### config.mk
export PLATFORM = sky130hd
export DESIGN_NAME = lhm_pin_decode
export DESIGN_NICKNAME = d
export VERILOG_FILES = /design/src/inc/lhm_pkg.sv /design/src/rtl/lhm_pin_decode.sv /design/src/rtl/lhm_sync.sv
export VERILOG_INCLUDE_DIRS = /design/src /design/src/inc
export SDC_FILE = /design/constraint.sdc
export NUM_CORES = 1
export LEC_CHECK = 0
export BUFFER_PORTS_ARGS = -buffer_cell sky130_fd_sc_hd__buf_2
export CORE_UTILIZATION = 53
export DETAILED_ROUTE_END_ITERATION = 16
export PLACE_DENSITY = 0.82
export SLEW_MARGIN = 15
export SYNTH_ARGS = -nofsm -noshare
export SYNTH_HDL_FRONTEND = slang
export SYNTH_SLANG_ARGS = --single-unit
### constraint.sdc
create_clock -name mclk -period 3.5 [get_ports mclk]
set_input_delay 0.35 -clock mclk [delete_from_list [all_inputs] [get_ports mclk]]
set_output_delay 0.35 -clock mclk [all_outputs]
set_load 0.05 [all_outputs]
### src/inc/lhm_defines.svh
// offsets, field positions, reset values and timing counts for lhm
`ifndef LHM_DEFINES_SVH
`define LHM_DEFINES_SVH

// ----------------------------------------------------------------------
// register byte offsets
// ----------------------------------------------------------------------
`define LHM_OFF_STATUS 8'h00
`define LHM_OFF_MODE 8'h04
`define LHM_OFF_CC_TWO 8'h08
`define LHM_OFF_CC_FIVE 8'h14

// ----------------------------------------------------------------------
// field positions
// ----------------------------------------------------------------------
`define LHM_CC2_RX_EDGE 0
`define LHM_CC2_TX_EDGE 1
`define LHM_CC2_TX_ZS 2
`define LHM_CC2_RX_ZS 3
`define LHM_CC2_W 4
`define LHM_CC5_RATE_LO 6
`define LHM_CC5_RATE_HI 7
`define LHM_MODE_SW 0

// ----------------------------------------------------------------------
// reset values: every control bit clears to zero
// ----------------------------------------------------------------------
`define LHM_CC2_RST 4'h0
`define LHM_RATE_RST 2'h0

// ----------------------------------------------------------------------
// timing: clock and backplane rates in kHz, phase accumulator width
// ----------------------------------------------------------------------
`define LHM_MCLK_KHZ 40000
`define LHM_BP_KHZ_16M 16384
`define LHM_BP_KHZ_8M 8192
`define LHM_BP_KHZ_4M 4096
`define LHM_BP_KHZ_2M 2048
`define LHM_PHASE_W 16

`endif

### src/inc/lhm_pkg.sv
// types shared by the lhm pin decode block
package lhm_pkg;

  // backplane clock rate code, zero is the fastest
  typedef enum logic [1:0] {
    LHM_BP_16M = 2'h0,
    LHM_BP_8M = 2'h1,
    LHM_BP_4M = 2'h3,
    LHM_BP_2M = 2'h2
  } lhm_bp_rate_t;

  // registered state of the decode block, apart from the pin synchroniser flops in lhm_sync
  typedef struct packed {
    logic [3:0] ccTwo;
    lhm_bp_rate_t bpRate;
    logic swMode;
    logic rxClkPrev;
    logic txClkPrev;
    logic rxPos;
    logic rxNeg;
    logic txPos;
    logic txNeg;
    logic [15:0] bpPhase;
    logic backplane_clock_out;
    logic jaEnable;
    logic jaPlaceTx;
    logic jaClkPll;
    logic lineT1;
    logic eqLimit;
    logic [2:0] waveshape;
    logic [1:0] loopback;
    logic ack;
    logic [31:0] rdData;
  } lhm_state_t;

endpackage

### src/rtl/lhm_pin_decode.sv
// hardware mode strap decode, rail timing and wishbone control registers
//
// Chosen here: the Wishbone interface to the registers and the register addresses.
`timescale 1ns/1ps
`include "lhm_defines.svh"

// Summary of operation
// edge select low: rx rails change on rx clock rise, tx sampled on fall
// edge select high: rx rails change on rx clock fall, tx on rise
// edge select pin drives both tx and rx edge bits, bits 1 and 0
// jitter attenuator disable pin low keeps it on, high turns it off
// line standard pin low selects E1, high selects T1
// zero substitution pin low enables HDB3 or B8ZS, high disables both
// zero substitution pin drives rx and tx coding bits, bits 3 and 2
// hardware reset low clears every control bit to zero
// jitter clock mux low takes attenuator clock straight from master clock
// jitter clock mux high takes attenuator clock from internal PLL
// placement pin low puts attenuator in rx path, high in tx path
// backplane clock follows recovered rx clock, rate from bits 7 and 6
// hardware mode forces the fastest backplane rate, 16.384 MHz
// equalizer gain limit pin sets rx equalizer sensitivity range
// waveshape pins select transmit pulse shape in hardware mode
// two loopback pins select the loopback in hardware mode
// all straps pass a two-flop synchroniser before any use
module lhm_pin_decode (
  input wire logic mclk,
  input wire logic arst_n,
  input wire logic hw_reset_n,
  input wire logic rxTxEdgeSelect,
  input wire logic jitterAttenDisable,
  input wire logic lineStandardSelect,
  input wire logic zeroSubstEnablePin,
  input wire logic jitterClockMuxSelect,
  input wire logic jitterAttenPlacement,
  input wire logic equalizerGainLimit,
  input wire logic [2:0] txWaveshapeSelect,
  input wire logic [1:0] loopbackSelect,
  input wire logic rxRecoveredClock,
  input wire logic rxPosIn,
  input wire logic rxNegIn,
  input wire logic txLineClock,
  input wire logic txPositiveRail,
  input wire logic txNegativeRail,
  input wire logic [7:0] wbAdr,
  input wire logic [31:0] wbDatI,
  input wire logic [3:0] wbSel,
  input wire logic wbWe,
  input wire logic wbCyc,
  input wire logic wbStb,
  output logic [31:0] wbDatO,
  output logic wbAck,
  output logic rxPositiveRail,
  output logic rxNegativeRail,
  output logic txPosSampled,
  output logic txNegSampled,
  output logic rxZeroSubstEnable,
  output logic txZeroSubstEnable,
  output logic lineIsT1,
  output logic jitterAttenEnable,
  output logic jitterAttenOnTx,
  output logic jitterClockFromPll,
  output logic eqGainLimit,
  output logic [2:0] waveshapeCode,
  output logic [1:0] loopbackCode,
  output logic [1:0] backplaneRate,
  output logic backplaneClockOut
);

  // ----------------------------------------------------------------------
  // constants
  // ----------------------------------------------------------------------
  localparam int PHASE_W = `LHM_PHASE_W;
  localparam int SYNC_W = 19;

  // phase step per master clock for a backplane rate in kHz
  function automatic logic [PHASE_W-1:0] phaseStep(input int khz);
    longint full;
    full = (longint'(khz) << PHASE_W) / `LHM_MCLK_KHZ;
    return full[PHASE_W-1:0];
  endfunction

  localparam logic [PHASE_W-1:0] STEP_16M = phaseStep(`LHM_BP_KHZ_16M);
  localparam logic [PHASE_W-1:0] STEP_8M = phaseStep(`LHM_BP_KHZ_8M);
  localparam logic [PHASE_W-1:0] STEP_4M = phaseStep(`LHM_BP_KHZ_4M);
  localparam logic [PHASE_W-1:0] STEP_2M = phaseStep(`LHM_BP_KHZ_2M);

  // ----------------------------------------------------------------------
  // pin synchronisers
  // ----------------------------------------------------------------------
  logic [SYNC_W-1:0] pinRaw;
  logic [SYNC_W-1:0] pinSync;
  logic hwRstS;
  logic edgeS;
  logic jaDisS;
  logic lineS;
  logic zsDisS;
  logic jaMuxS;
  logic jaPlaceS;
  logic eqS;
  logic [2:0] waveS;
  logic [1:0] loopS;
  logic rxClkS;
  logic rxPosS;
  logic rxNegS;
  logic txClkS;
  logic txPosS;
  logic txNegS;

  // straps and link pins come from outside the mclk domain
  assign pinRaw = {hw_reset_n, rxTxEdgeSelect, jitterAttenDisable,
                   lineStandardSelect, zeroSubstEnablePin,
                   jitterClockMuxSelect, jitterAttenPlacement,
                   equalizerGainLimit, txWaveshapeSelect, loopbackSelect,
                   rxRecoveredClock, rxPosIn, rxNegIn, txLineClock,
                   txPositiveRail, txNegativeRail};

  lhm_sync #(
    .WIDTH(SYNC_W)
  ) u_sync (
    .mclk(mclk),
    .arst_n(arst_n),
    .din(pinRaw),
    .dout(pinSync)
  );

  assign {hwRstS, edgeS, jaDisS, lineS, zsDisS, jaMuxS, jaPlaceS, eqS,
          waveS, loopS, rxClkS, rxPosS, rxNegS, txClkS, txPosS,
          txNegS} = pinSync;

  // ----------------------------------------------------------------------
  // state and edge events
  // ----------------------------------------------------------------------
  lhm_pkg::lhm_state_t cur_reg;
  lhm_pkg::lhm_state_t cur_next;
  logic rxRise;
  logic rxFall;
  logic txRise;
  logic txFall;
  logic wbReq;
  logic wrByte0;
  logic [PHASE_W-1:0] phaseStepSel;

  // edges of the synchronised line clocks, one mclk wide
  assign rxRise = rxClkS & ~cur_reg.rxClkPrev;
  assign rxFall = ~rxClkS & cur_reg.rxClkPrev;
  assign txRise = txClkS & ~cur_reg.txClkPrev;
  assign txFall = ~txClkS & cur_reg.txClkPrev;

  // a new request is taken only while no answer is standing
  assign wbReq = wbCyc & wbStb & ~cur_reg.ack;
  assign wrByte0 = wbReq & wbWe & wbSel[0];

  // phase step for the selected backplane rate
  always_comb begin
    case (cur_reg.bpRate)
      lhm_pkg::LHM_BP_16M: phaseStepSel = STEP_16M;
      lhm_pkg::LHM_BP_8M: phaseStepSel = STEP_8M;
      lhm_pkg::LHM_BP_4M: phaseStepSel = STEP_4M;
      lhm_pkg::LHM_BP_2M: phaseStepSel = STEP_2M;
      default: phaseStepSel = STEP_16M;
    endcase
  end

  // ----------------------------------------------------------------------
  // next state
  // ----------------------------------------------------------------------
  always_comb begin
    cur_next = cur_reg;
    cur_next.rxClkPrev = rxClkS;
    cur_next.txClkPrev = txClkS;

    // rx rails launched on the edge chosen by the rx edge bit
    if (cur_reg.ccTwo[`LHM_CC2_RX_EDGE] ? rxFall : rxRise) begin
      cur_next.rxPos = rxPosS;
      cur_next.rxNeg = rxNegS;
    end
    // tx rails captured on the opposite sense of edge
    if (cur_reg.ccTwo[`LHM_CC2_TX_EDGE] ? txRise : txFall) begin
      cur_next.txPos = txPosS;
      cur_next.txNeg = txNegS;
    end

    // backplane phase restarts on each recovered clock rise so the
    // synthesised clock stays referenced to the line, not to mclk
    if (rxRise) begin
      cur_next.bpPhase = '0;
    end else begin
      cur_next.bpPhase = cur_reg.bpPhase + phaseStepSel;
    end
    cur_next.backplane_clock_out = cur_reg.bpPhase[PHASE_W-1];

    // wishbone: answer exactly one cycle after the request appears
    cur_next.ack = wbReq;
    cur_next.rdData = '0;
    if (wbReq && !wbWe) begin
      case (wbAdr)
        `LHM_OFF_STATUS: cur_next.rdData = {13'h0000, pinSync};
        `LHM_OFF_MODE: cur_next.rdData = {31'h0000_0000, cur_reg.swMode};
        `LHM_OFF_CC_TWO: cur_next.rdData = {28'h000_0000, cur_reg.ccTwo};
        `LHM_OFF_CC_FIVE: begin
          cur_next.rdData[`LHM_CC5_RATE_HI:`LHM_CC5_RATE_LO] =
            cur_reg.bpRate;
        end
        default: cur_next.rdData = '0;
      endcase
    end

    // software writes count only in software mode, except the mode bit
    if (wrByte0 && wbAdr == `LHM_OFF_MODE) begin
      cur_next.swMode = wbDatI[`LHM_MODE_SW];
    end
    if (wrByte0 && cur_reg.swMode && wbAdr == `LHM_OFF_CC_TWO) begin
      cur_next.ccTwo = wbDatI[`LHM_CC2_W-1:0];
    end
    if (wrByte0 && cur_reg.swMode && wbAdr == `LHM_OFF_CC_FIVE) begin
      cur_next.bpRate = lhm_pkg::lhm_bp_rate_t'(
        wbDatI[`LHM_CC5_RATE_HI:`LHM_CC5_RATE_LO]);
    end

    // hardware mode: straps own the control bits
    if (!cur_reg.swMode) begin
      cur_next.ccTwo[`LHM_CC2_RX_EDGE] = edgeS;
      cur_next.ccTwo[`LHM_CC2_TX_EDGE] = edgeS;
      cur_next.ccTwo[`LHM_CC2_RX_ZS] = ~zsDisS;
      cur_next.ccTwo[`LHM_CC2_TX_ZS] = ~zsDisS;
      cur_next.bpRate = lhm_pkg::LHM_BP_16M;
    end

    // static line controls follow their straps
    cur_next.jaEnable = ~jaDisS;
    cur_next.lineT1 = lineS;
    cur_next.jaClkPll = jaMuxS;
    cur_next.jaPlaceTx = jaPlaceS;
    cur_next.eqLimit = eqS;
    cur_next.waveshape = waveS;
    cur_next.loopback = loopS;

    // held hardware reset wins over every strap and write
    if (!hwRstS) begin
      cur_next.ccTwo = `LHM_CC2_RST;
      cur_next.bpRate = lhm_pkg::lhm_bp_rate_t'(`LHM_RATE_RST);
      cur_next.swMode = 1'b0;
      cur_next.jaEnable = 1'b0;
      cur_next.lineT1 = 1'b0;
      cur_next.jaClkPll = 1'b0;
      cur_next.jaPlaceTx = 1'b0;
      cur_next.eqLimit = 1'b0;
      cur_next.waveshape = '0;
      cur_next.loopback = '0;
    end
  end

  // ----------------------------------------------------------------------
  // state register
  // ----------------------------------------------------------------------
  always_ff @(posedge mclk or negedge arst_n) begin
    if (!arst_n) begin
      cur_reg <= '0;
    end else begin
      cur_reg <= cur_next;
    end
  end

  // ----------------------------------------------------------------------
  // outputs, all straight from the state register
  // ----------------------------------------------------------------------
  assign wbDatO = cur_reg.rdData;
  assign wbAck = cur_reg.ack;
  assign rxPositiveRail = cur_reg.rxPos;
  assign rxNegativeRail = cur_reg.rxNeg;
  assign txPosSampled = cur_reg.txPos;
  assign txNegSampled = cur_reg.txNeg;
  assign rxZeroSubstEnable = cur_reg.ccTwo[`LHM_CC2_RX_ZS];
  assign txZeroSubstEnable = cur_reg.ccTwo[`LHM_CC2_TX_ZS];
  assign lineIsT1 = cur_reg.lineT1;
  assign jitterAttenEnable = cur_reg.jaEnable;
  assign jitterAttenOnTx = cur_reg.jaPlaceTx;
  assign jitterClockFromPll = cur_reg.jaClkPll;
  assign eqGainLimit = cur_reg.eqLimit;
  assign waveshapeCode = cur_reg.waveshape;
  assign loopbackCode = cur_reg.loopback;
  assign backplaneRate = cur_reg.bpRate;
  assign backplaneClockOut = cur_reg.backplane_clock_out;
endmodule

### src/rtl/lhm_sync.sv
// two-flop synchroniser for a vector of asynchronous pins, straps and line clocks and rails alike
`timescale 1ns/1ps

module lhm_sync #(
  parameter int WIDTH = 1
) (
  input wire logic mclk,
  input wire logic arst_n,
  input wire logic [WIDTH-1:0] din,
  output logic [WIDTH-1:0] dout
);

  // ----------------------------------------------------------------------
  // one independent two-stage chain per bit
  // ----------------------------------------------------------------------
  genvar i;
  generate
    for (i = 0; i < WIDTH; i++) begin : g_bit
      logic meta_reg;
      logic stable_reg;
      // first stage feeds only the second stage
      always_ff @(posedge mclk or negedge arst_n) begin
        if (!arst_n) begin
          meta_reg <= 1'b0;
          stable_reg <= 1'b0;
        end else begin
          meta_reg <= din[i];
          stable_reg <= meta_reg;
        end
      end
      assign dout[i] = stable_reg;
    end
  endgenerate

endmodule

# Word level (Yosys, flattened, before mapping)
# Cells that the tools add are included.
[word_totals]
elab_cells = 105
reg_bits = 111
out_inout_bits = 52
[classes]
n_bitwise = 15
mux = 14
reduce_logical = 8
n_eq_ne = 9
add_sub_neg = 1
[op_table]
columns = ["operator", "count"]
rows = [
  ["16-bit case mux with 4 select lines", 1],
  ["19-bit 2-to-1 mux", 1],
  ["6-bit case mux with 3 select lines", 1],
  ["16-bit adder", 1],
  ["16-bit 2-to-1 mux", 1],
  ["11-bit 2-to-1 mux", 1],
  ["10-bit 2-to-1 mux", 1],
  ["1-bit bitwise AND", 8],
  ["8-bit by 3-bit equality test with 1-bit output, second input constant", 1],
  ["8-bit by 4-bit equality test with 1-bit output, second input constant", 1],
  ["8-bit by 5-bit equality test with 1-bit output, second input constant", 1],
  ["8-bit zero test", 1],
  ["7-bit 2-to-1 mux", 1],
  ["1-bit inverter", 7],
  ["6-bit 2-to-1 mux", 1],
  ["3-bit != test, second input constant", 2],
  ["1-bit logical AND", 5],
  ["2-bit equality test, second input constant", 2],
  ["4-bit 2-to-1 mux", 1],
  ["2-bit case mux with 2 select lines", 1],
  ["1-bit 2-to-1 mux", 3],
  ["2-bit by 1-bit equality test with 1-bit output, second input constant", 1],
  ["2-bit zero test", 1],
  ["2-bit 2-to-1 mux", 1],
  ["other kinds (2)", 2],
]

# Longest topological paths before layout
[depth]
ltp_word = 9
depth_mapped = 10

# Modules after synthesis
# From an unflattened synthesis, not the netlist that was laid out.
[hier_totals]
hier_cells = 428
area_unflattened_um2 = 4664.5
[modules_own_cells]
columns = ["module", "area_per_inst_um2", "n_inst", "cells_each"]
rows = [
  ["lhm_pin_decode", 3570.9, 1, 371],
  ["lhm_sync", 1093.5, 1, 57],
]

# Worst setup path before layout
# No wires, ideal clock.
[synth_path]
path_type = "flip-flop to flip-flop"
start = "reg cur_reg (netlist bit backplaneRate[0])"
end = "reg cur_reg (netlist bit cur_next[43])"
path_stages_with_launch = 10
t_required_ps = 3365
slack_ps = 1060
period_less_slack_ps = 2440
arrival_time_ps = 2305
setup_time_ps = 135
path_cell_list = "dfrtp_1 -> inv_1 -> ha_1 -> or2_2 -> ha_1 -> and3_1 -> nand4_1 -> a2111oi_2 -> o21ai_0 -> nor3b_2"
[synth_rtl]
columns = ["element", "line_no", "source"]
rows = [
  ["start, declared", "lhm_pin_decode.sv:133", "lhm_pkg::lhm_state_t cur_reg;"],
  ["start signal, assigned", "lhm_pin_decode.sv:260", "cur_reg <= cur_next;"],
]

==> impl_results.html <==
<table>
<tr><th>Metric</th><th>Value</th></tr>
<tr><th colspan="2">Yosys</th></tr>
<tr><td>Commonest cells post-synth</td><td>98 x sky130_fd_sc_hd__dfrtp_1, 39 x sky130_fd_sc_hd__buf_4, 27 x sky130_fd_sc_hd__and2_1</td></tr>
<tr><td>Average cell area after synthesis</td><td>11.38 µm²</td></tr>
<tr><td>Area fraction in compound gates after synthesis</td><td>11.71%</td></tr>
<tr><td>Leading cell types by total area after synthesis</td><td>sky130_fd_sc_hd__dfrtp_1 55%, sky130_fd_sc_hd__buf_4 6.5%, sky130_fd_sc_hd__ha_1 5.3%</td></tr>
<tr><td>Multiplexer fraction of the synthesized cell area</td><td>2.031%</td></tr>
<tr><td>Yosys top cell area share</td><td>54.54%</td></tr>
<tr><td>Most used flip-flop cell after synthesis</td><td>sky130_fd_sc_hd__dfrtp_1</td></tr>
<tr><td>Sequential element share of the synthesized area</td><td>54.54%</td></tr>
<tr><td>Library cell with the largest summed area after synthesis</td><td>sky130_fd_sc_hd__dfrtp_1</td></tr>
<tr><td>Synth Warn #</td><td>0</td></tr>
<tr><td>Number of flops mapped to enable cells by yosys</td><td>0</td></tr>
<tr><td>Xor/xnor share of the synthesized area</td><td>1.530%</td></tr>
<tr><td>Combined area of all synthesized cells</td><td>4497 µm²</td></tr>
<tr><td>Async set-or-reset flop fraction in the synthesized netlist</td><td>100.0%</td></tr>
<tr><td>Fraction of the mapped netlist area in adder cells</td><td>5.732%</td></tr>
<tr><td>Distinct cell type count after synthesis</td><td>57</td></tr>
<tr><td>Post-synthesis simple-gate area fraction</td><td>16.05%</td></tr>
<tr><td>Combinational family with the most area after synthesis</td><td>simple AND/OR/NAND/NOR gates</td></tr>
<tr><td>Leading cell type by number of instances after synthesis</td><td>sky130_fd_sc_hd__dfrtp_1</td></tr>
<tr><td>Synthesis-stage register bit count</td><td>98</td></tr>
<tr><td>Gate count after technology mapping</td><td>395</td></tr>
<tr><th colspan="2">Timing</th></tr>
<tr><td>Count of endpoints failing setup in the final report</td><td>0</td></tr>
<tr><td>Min cycle time layout</td><td>2.845 ns</td></tr>
<tr><td>Worst hold slack after final layout</td><td>-0.01052 ns</td></tr>
<tr><td>Setup skew after layout</td><td>0.007223 ns</td></tr>
<tr><td>Rel. slew slack</td><td>42.51%</td></tr>
<tr><td>Min setup slack post-route</td><td>0.6548 ns</td></tr>
<tr><td>Final count of hold timing violations</td><td>1</td></tr>
<tr><td>Max Clk Rate</td><td>351.5 MHz</td></tr>
<tr><td>Post-Route Setup TNS</td><td>0 ns</td></tr>
<tr><td>Setup repair after global routing missed its margin</td><td>no</td></tr>
<tr><td>Final critical-path share of the clock period</td><td>81.29%</td></tr>
<tr><td>Final count of pins violating max slew</td><td>0</td></tr>
<tr><td>Transition time at the pin with the least slew margin</td><td>0.8605 ns</td></tr>
<tr><th colspan="2">Die</th></tr>
<tr><td>Core region area</td><td>8217 µm²</td></tr>
<tr><td>Die area</td><td>8857 µm²</td></tr>
<tr><td>Die width</td><td>94.11 µm</td></tr>
<tr><td>Starting utilization of the core area</td><td>54.73%</td></tr>
<tr><td>Cell row count</td><td>33</td></tr>
<tr><td>Count of pins on the block boundary</td><td>120</td></tr>
<tr><td>Die Span Y</td><td>94.11 µm</td></tr>
<tr><th colspan="2">GRT</th></tr>
<tr><td>Total grt overflow</td><td>0</td></tr>
<tr><td>Global routing usage summed across all routing layers</td><td>19.87%</td></tr>
<tr><td>Number of global-route vias before repair</td><td>2761</td></tr>
<tr><td>Maximum number of pins on one net before global-route repair</td><td>88</td></tr>
<tr><td>Initial antenna violation count</td><td>0</td></tr>
<tr><td>First-pass GRT wire length</td><td>13070 µm</td></tr>
<tr><th colspan="2">Clock tree</th></tr>
<tr><td>Number of buffers on the longest clock path</td><td>2</td></tr>
<tr><td>Clock root cell</td><td>sky130_fd_sc_hd__clkbuf_8</td></tr>
<tr><td>Clock slew seen by the registers of the worst setup and hold paths</td><td>0.10 ns</td></tr>
<tr><td>Worst-Skew Late Latency</td><td>0.36 ns</td></tr>
<tr><td>Post-CTS Repair Setup Buffers</td><td>0</td></tr>
<tr><td># resized after CTS</td><td>0</td></tr>
<tr><td>Number of clock buffers inserted by TritonCTS</td><td>9</td></tr>
<tr><td>CTS tree</td><td>yes</td></tr>
<tr><td>Number of levels in the clock H-tree</td><td>3</td></tr>
<tr><td>Number of sinks handled by clock tree synthesis</td><td>98</td></tr>
<tr><td>Number of buffers inserted by hold repair at cts</td><td>0</td></tr>
<tr><th colspan="2">Pwr</th></tr>
<tr><td>Total power per unit cell area</td><td>607.6 nW/µm²</td></tr>
<tr><td>Leakage power summed over all cells</td><td>2.384 nW</td></tr>
<tr><td>Peak supply drop</td><td>0.3809 mV</td></tr>
<tr><td>Final Power</td><td>3.009 mW</td></tr>
<tr><th colspan="2">Finish</th></tr>
<tr><td>Signed area change from the synthesized netlist to the final layout</td><td>10.13%</td></tr>
<tr><td>Filler Cells Inserted</td><td>656</td></tr>
<tr><td>Share of cells above drive strength 1</td><td>24.12%</td></tr>
<tr><td>Net count, final</td><td>535</td></tr>
<tr><td>Number of antenna cells inserted</td><td>0</td></tr>
<tr><td>Flip-flop count of the largest register, all copies and words added</td><td>20</td></tr>
<tr><th colspan="2">Worst hold path</th></tr>
<tr><td>Worst hold-check path type</td><td>in -&gt; async</td></tr>
<tr><th colspan="2">Routing</th></tr>
<tr><td>First-pass DRT Iterations</td><td>4</td></tr>
<tr><td>Residual DRC count</td><td>0</td></tr>
<tr><td>Total length of routed wires</td><td>8067 µm</td></tr>
<tr><td>Via/cell ratio</td><td>5.364</td></tr>
<tr><td>DR vias</td><td>2988</td></tr>
<tr><td>Drt first-iter violations</td><td>134</td></tr>
<tr><td>DR WL/cell</td><td>14.48 µm</td></tr>
<tr><td>Count of nets left with antenna violations after detail routing</td><td>0</td></tr>
<tr><th colspan="2">Placed design</th></tr>
<tr><td>Final Wtd Congestion</td><td>0.8411</td></tr>
<tr><td>Worst slack at placement</td><td>0.6944 ns</td></tr>
<tr><td>HPWL after DPL</td><td>5841 µm</td></tr>
<tr><td>Count of buffers inserted at the top-level ports</td><td>77</td></tr>
<tr><th colspan="2">Setup path</th></tr>
<tr><td>Critical path class</td><td>reg -&gt; reg</td></tr>
<tr><td>Startpoint of the worst-slack reg-to-reg timing path</td><td>backplaneRate[0]</td></tr>
<tr><td>Max stage delay cell, worst path</td><td>sky130_fd_sc_hd__dfrtp_1</td></tr>
<tr><td>Launching instance or port of the critical path</td><td>backplaneRate[0]</td></tr>
<tr><td>CP peak stage delay</td><td>0.57 ns</td></tr>
<tr><td>Critical path startpoint category</td><td>flip-flop</td></tr>
<tr><td>Worst-path maximum fanout</td><td>9</td></tr>
<tr><td>Data required time at the worst endpoint</td><td>3.72 ns</td></tr>
<tr><td>CP cell instances</td><td>inv_1 &gt; ha_1 &gt; or2_2 &gt; ha_1 &gt; and3_1 &gt; nand4_1 &gt; a2111oi_2 &gt; o21ai_0 &gt; nor3b_2</td></tr>
<tr><td>CP dominant cell by count</td><td>sky130_fd_sc_hd__ha_1</td></tr>
<tr><td>Data arrival time of the critical path</td><td>3.07 ns</td></tr>
<tr><td>Sort of element at the end of the critical path</td><td>flip-flop</td></tr>
<tr><th colspan="2">Run status</th></tr>
<tr><td>Run status</td><td>finished with violations</td></tr>
<tr><td>Violated checks</td><td>hold timing</td></tr>
<tr><th colspan="2">Flow run</th></tr>
<tr><td>Number of max-cap violations</td><td>0</td></tr>
</table>
-- placed cells by master (no fill, tap or decap), types with 5 or more instances in the layout --
cell type and instances:
sky130_fd_sc_hd__nor2b_1 7, sky130_fd_sc_hd__o22ai_1 5, sky130_fd_sc_hd__nand2_1 24, sky130_fd_sc_hd__o21ai_0 15, sky130_fd_sc_hd__and2_1 27, sky130_fd_sc_hd__mux2i_1 8, sky130_fd_sc_hd__a211oi_1 9, sky130_fd_sc_hd__buf_2 76
sky130_fd_sc_hd__clkbuf_8 9, sky130_fd_sc_hd__a21o_1 9, sky130_fd_sc_hd__nand2b_1 11, sky130_fd_sc_hd__a21oi_1 15, sky130_fd_sc_hd__nand3_1 6, sky130_fd_sc_hd__dfrtp_1 98, sky130_fd_sc_hd__ha_1 19, sky130_fd_sc_hd__conb_1 13
sky130_fd_sc_hd__inv_1 8, sky130_fd_sc_hd__nor2_1 20, sky130_fd_sc_hd__nor3_1 6
-- where the power goes --
group	switching [mW]	total, mW	leakage, nW	internal (mW)
combinational	0.550	0.903	1.06	0.353
sequential	0.0724	1.33	1.22	1.26
clock	0.422	0.773	0.109	0.350
-- final timing paths --
check	slack, ns	depth (start not counted)	to
setup / recovery	0.65	9	cur_next[43]
hold / removal	-0.01	1	cur_reg[57]
setup reg to reg	0.65	9	cur_next[43]
hold reg to reg	0.35	0	u_sync.g_bit[16].stable_reg
max in group asynchronous	2.80	2	wbDatO[17]
min in group mclk	0.08	1	u_sync.g_bit[8].meta_reg
-- critical path, delay by kind of cell, from the launching register on --
family | cells | cell delay [ns]
DFF | 1 | 0.57
AOI/OAI and AO/OA | 2 | 0.47
and+or+nand+nor | 4 | 0.84
adders and majority gates | 2 | 0.67
buffers and inverters | 1 | 0.14
-- layer usage --
layer	vias up	wire [µm]	GRT usage, %
met5	-	0	0
met1	1460	3535	26.42
met4	0	96	7.949
met2	93	3999	30.96
li1	1425	-	-
met3	10	436	5.340
-- per-stage QoR --
stage | area [µm²] | cells | utilization (%) | hold WS, ns
6_report | 4952 | 557 | 60.27 | -0.01052
4_1_cts | 4949 | 557 | 60.23 | 0.06178
2_1_floorplan | 4542 | 407 | - | 0.05441
5_1_grt | 4952 | 557 | 60.27 | 0.05272
3_3_place_gp | 4732 | 541 | 57.59 | 0.3316
3_5_place_dp | 4732 | 541 | 57.59 | 0.3347
-- cells by family (layout without fill, tap and decap cells) --
kind of cell / Yosys count / after routing
AND/OR/NAND/NOR: 124 / 124
flip-flops: 98 / 98
multiplexers: 9 / 9
buffers and inverters: 58 / 103
adder cells (fa/ha/maj): 20 / 20
other: 1 / 13
AO/OA/AOI/OAI: 78 / 78
XOR/XNOR: 7 / 7
-- area by class of cell --
type,count,area (µm²),share of cell area [%]
multi-input cells,251,1715,34.64
flip-flops and latches,98,2452,49.52
clock inverters,7,92.59,1.870
repair buffers,79,406.6,8.211
well taps,105,131.4,2.653
inverters,8,30.03,0.6064
clock buffers,9,123.9,2.501
No activity file was read; power rests on OpenSTA's default activity.
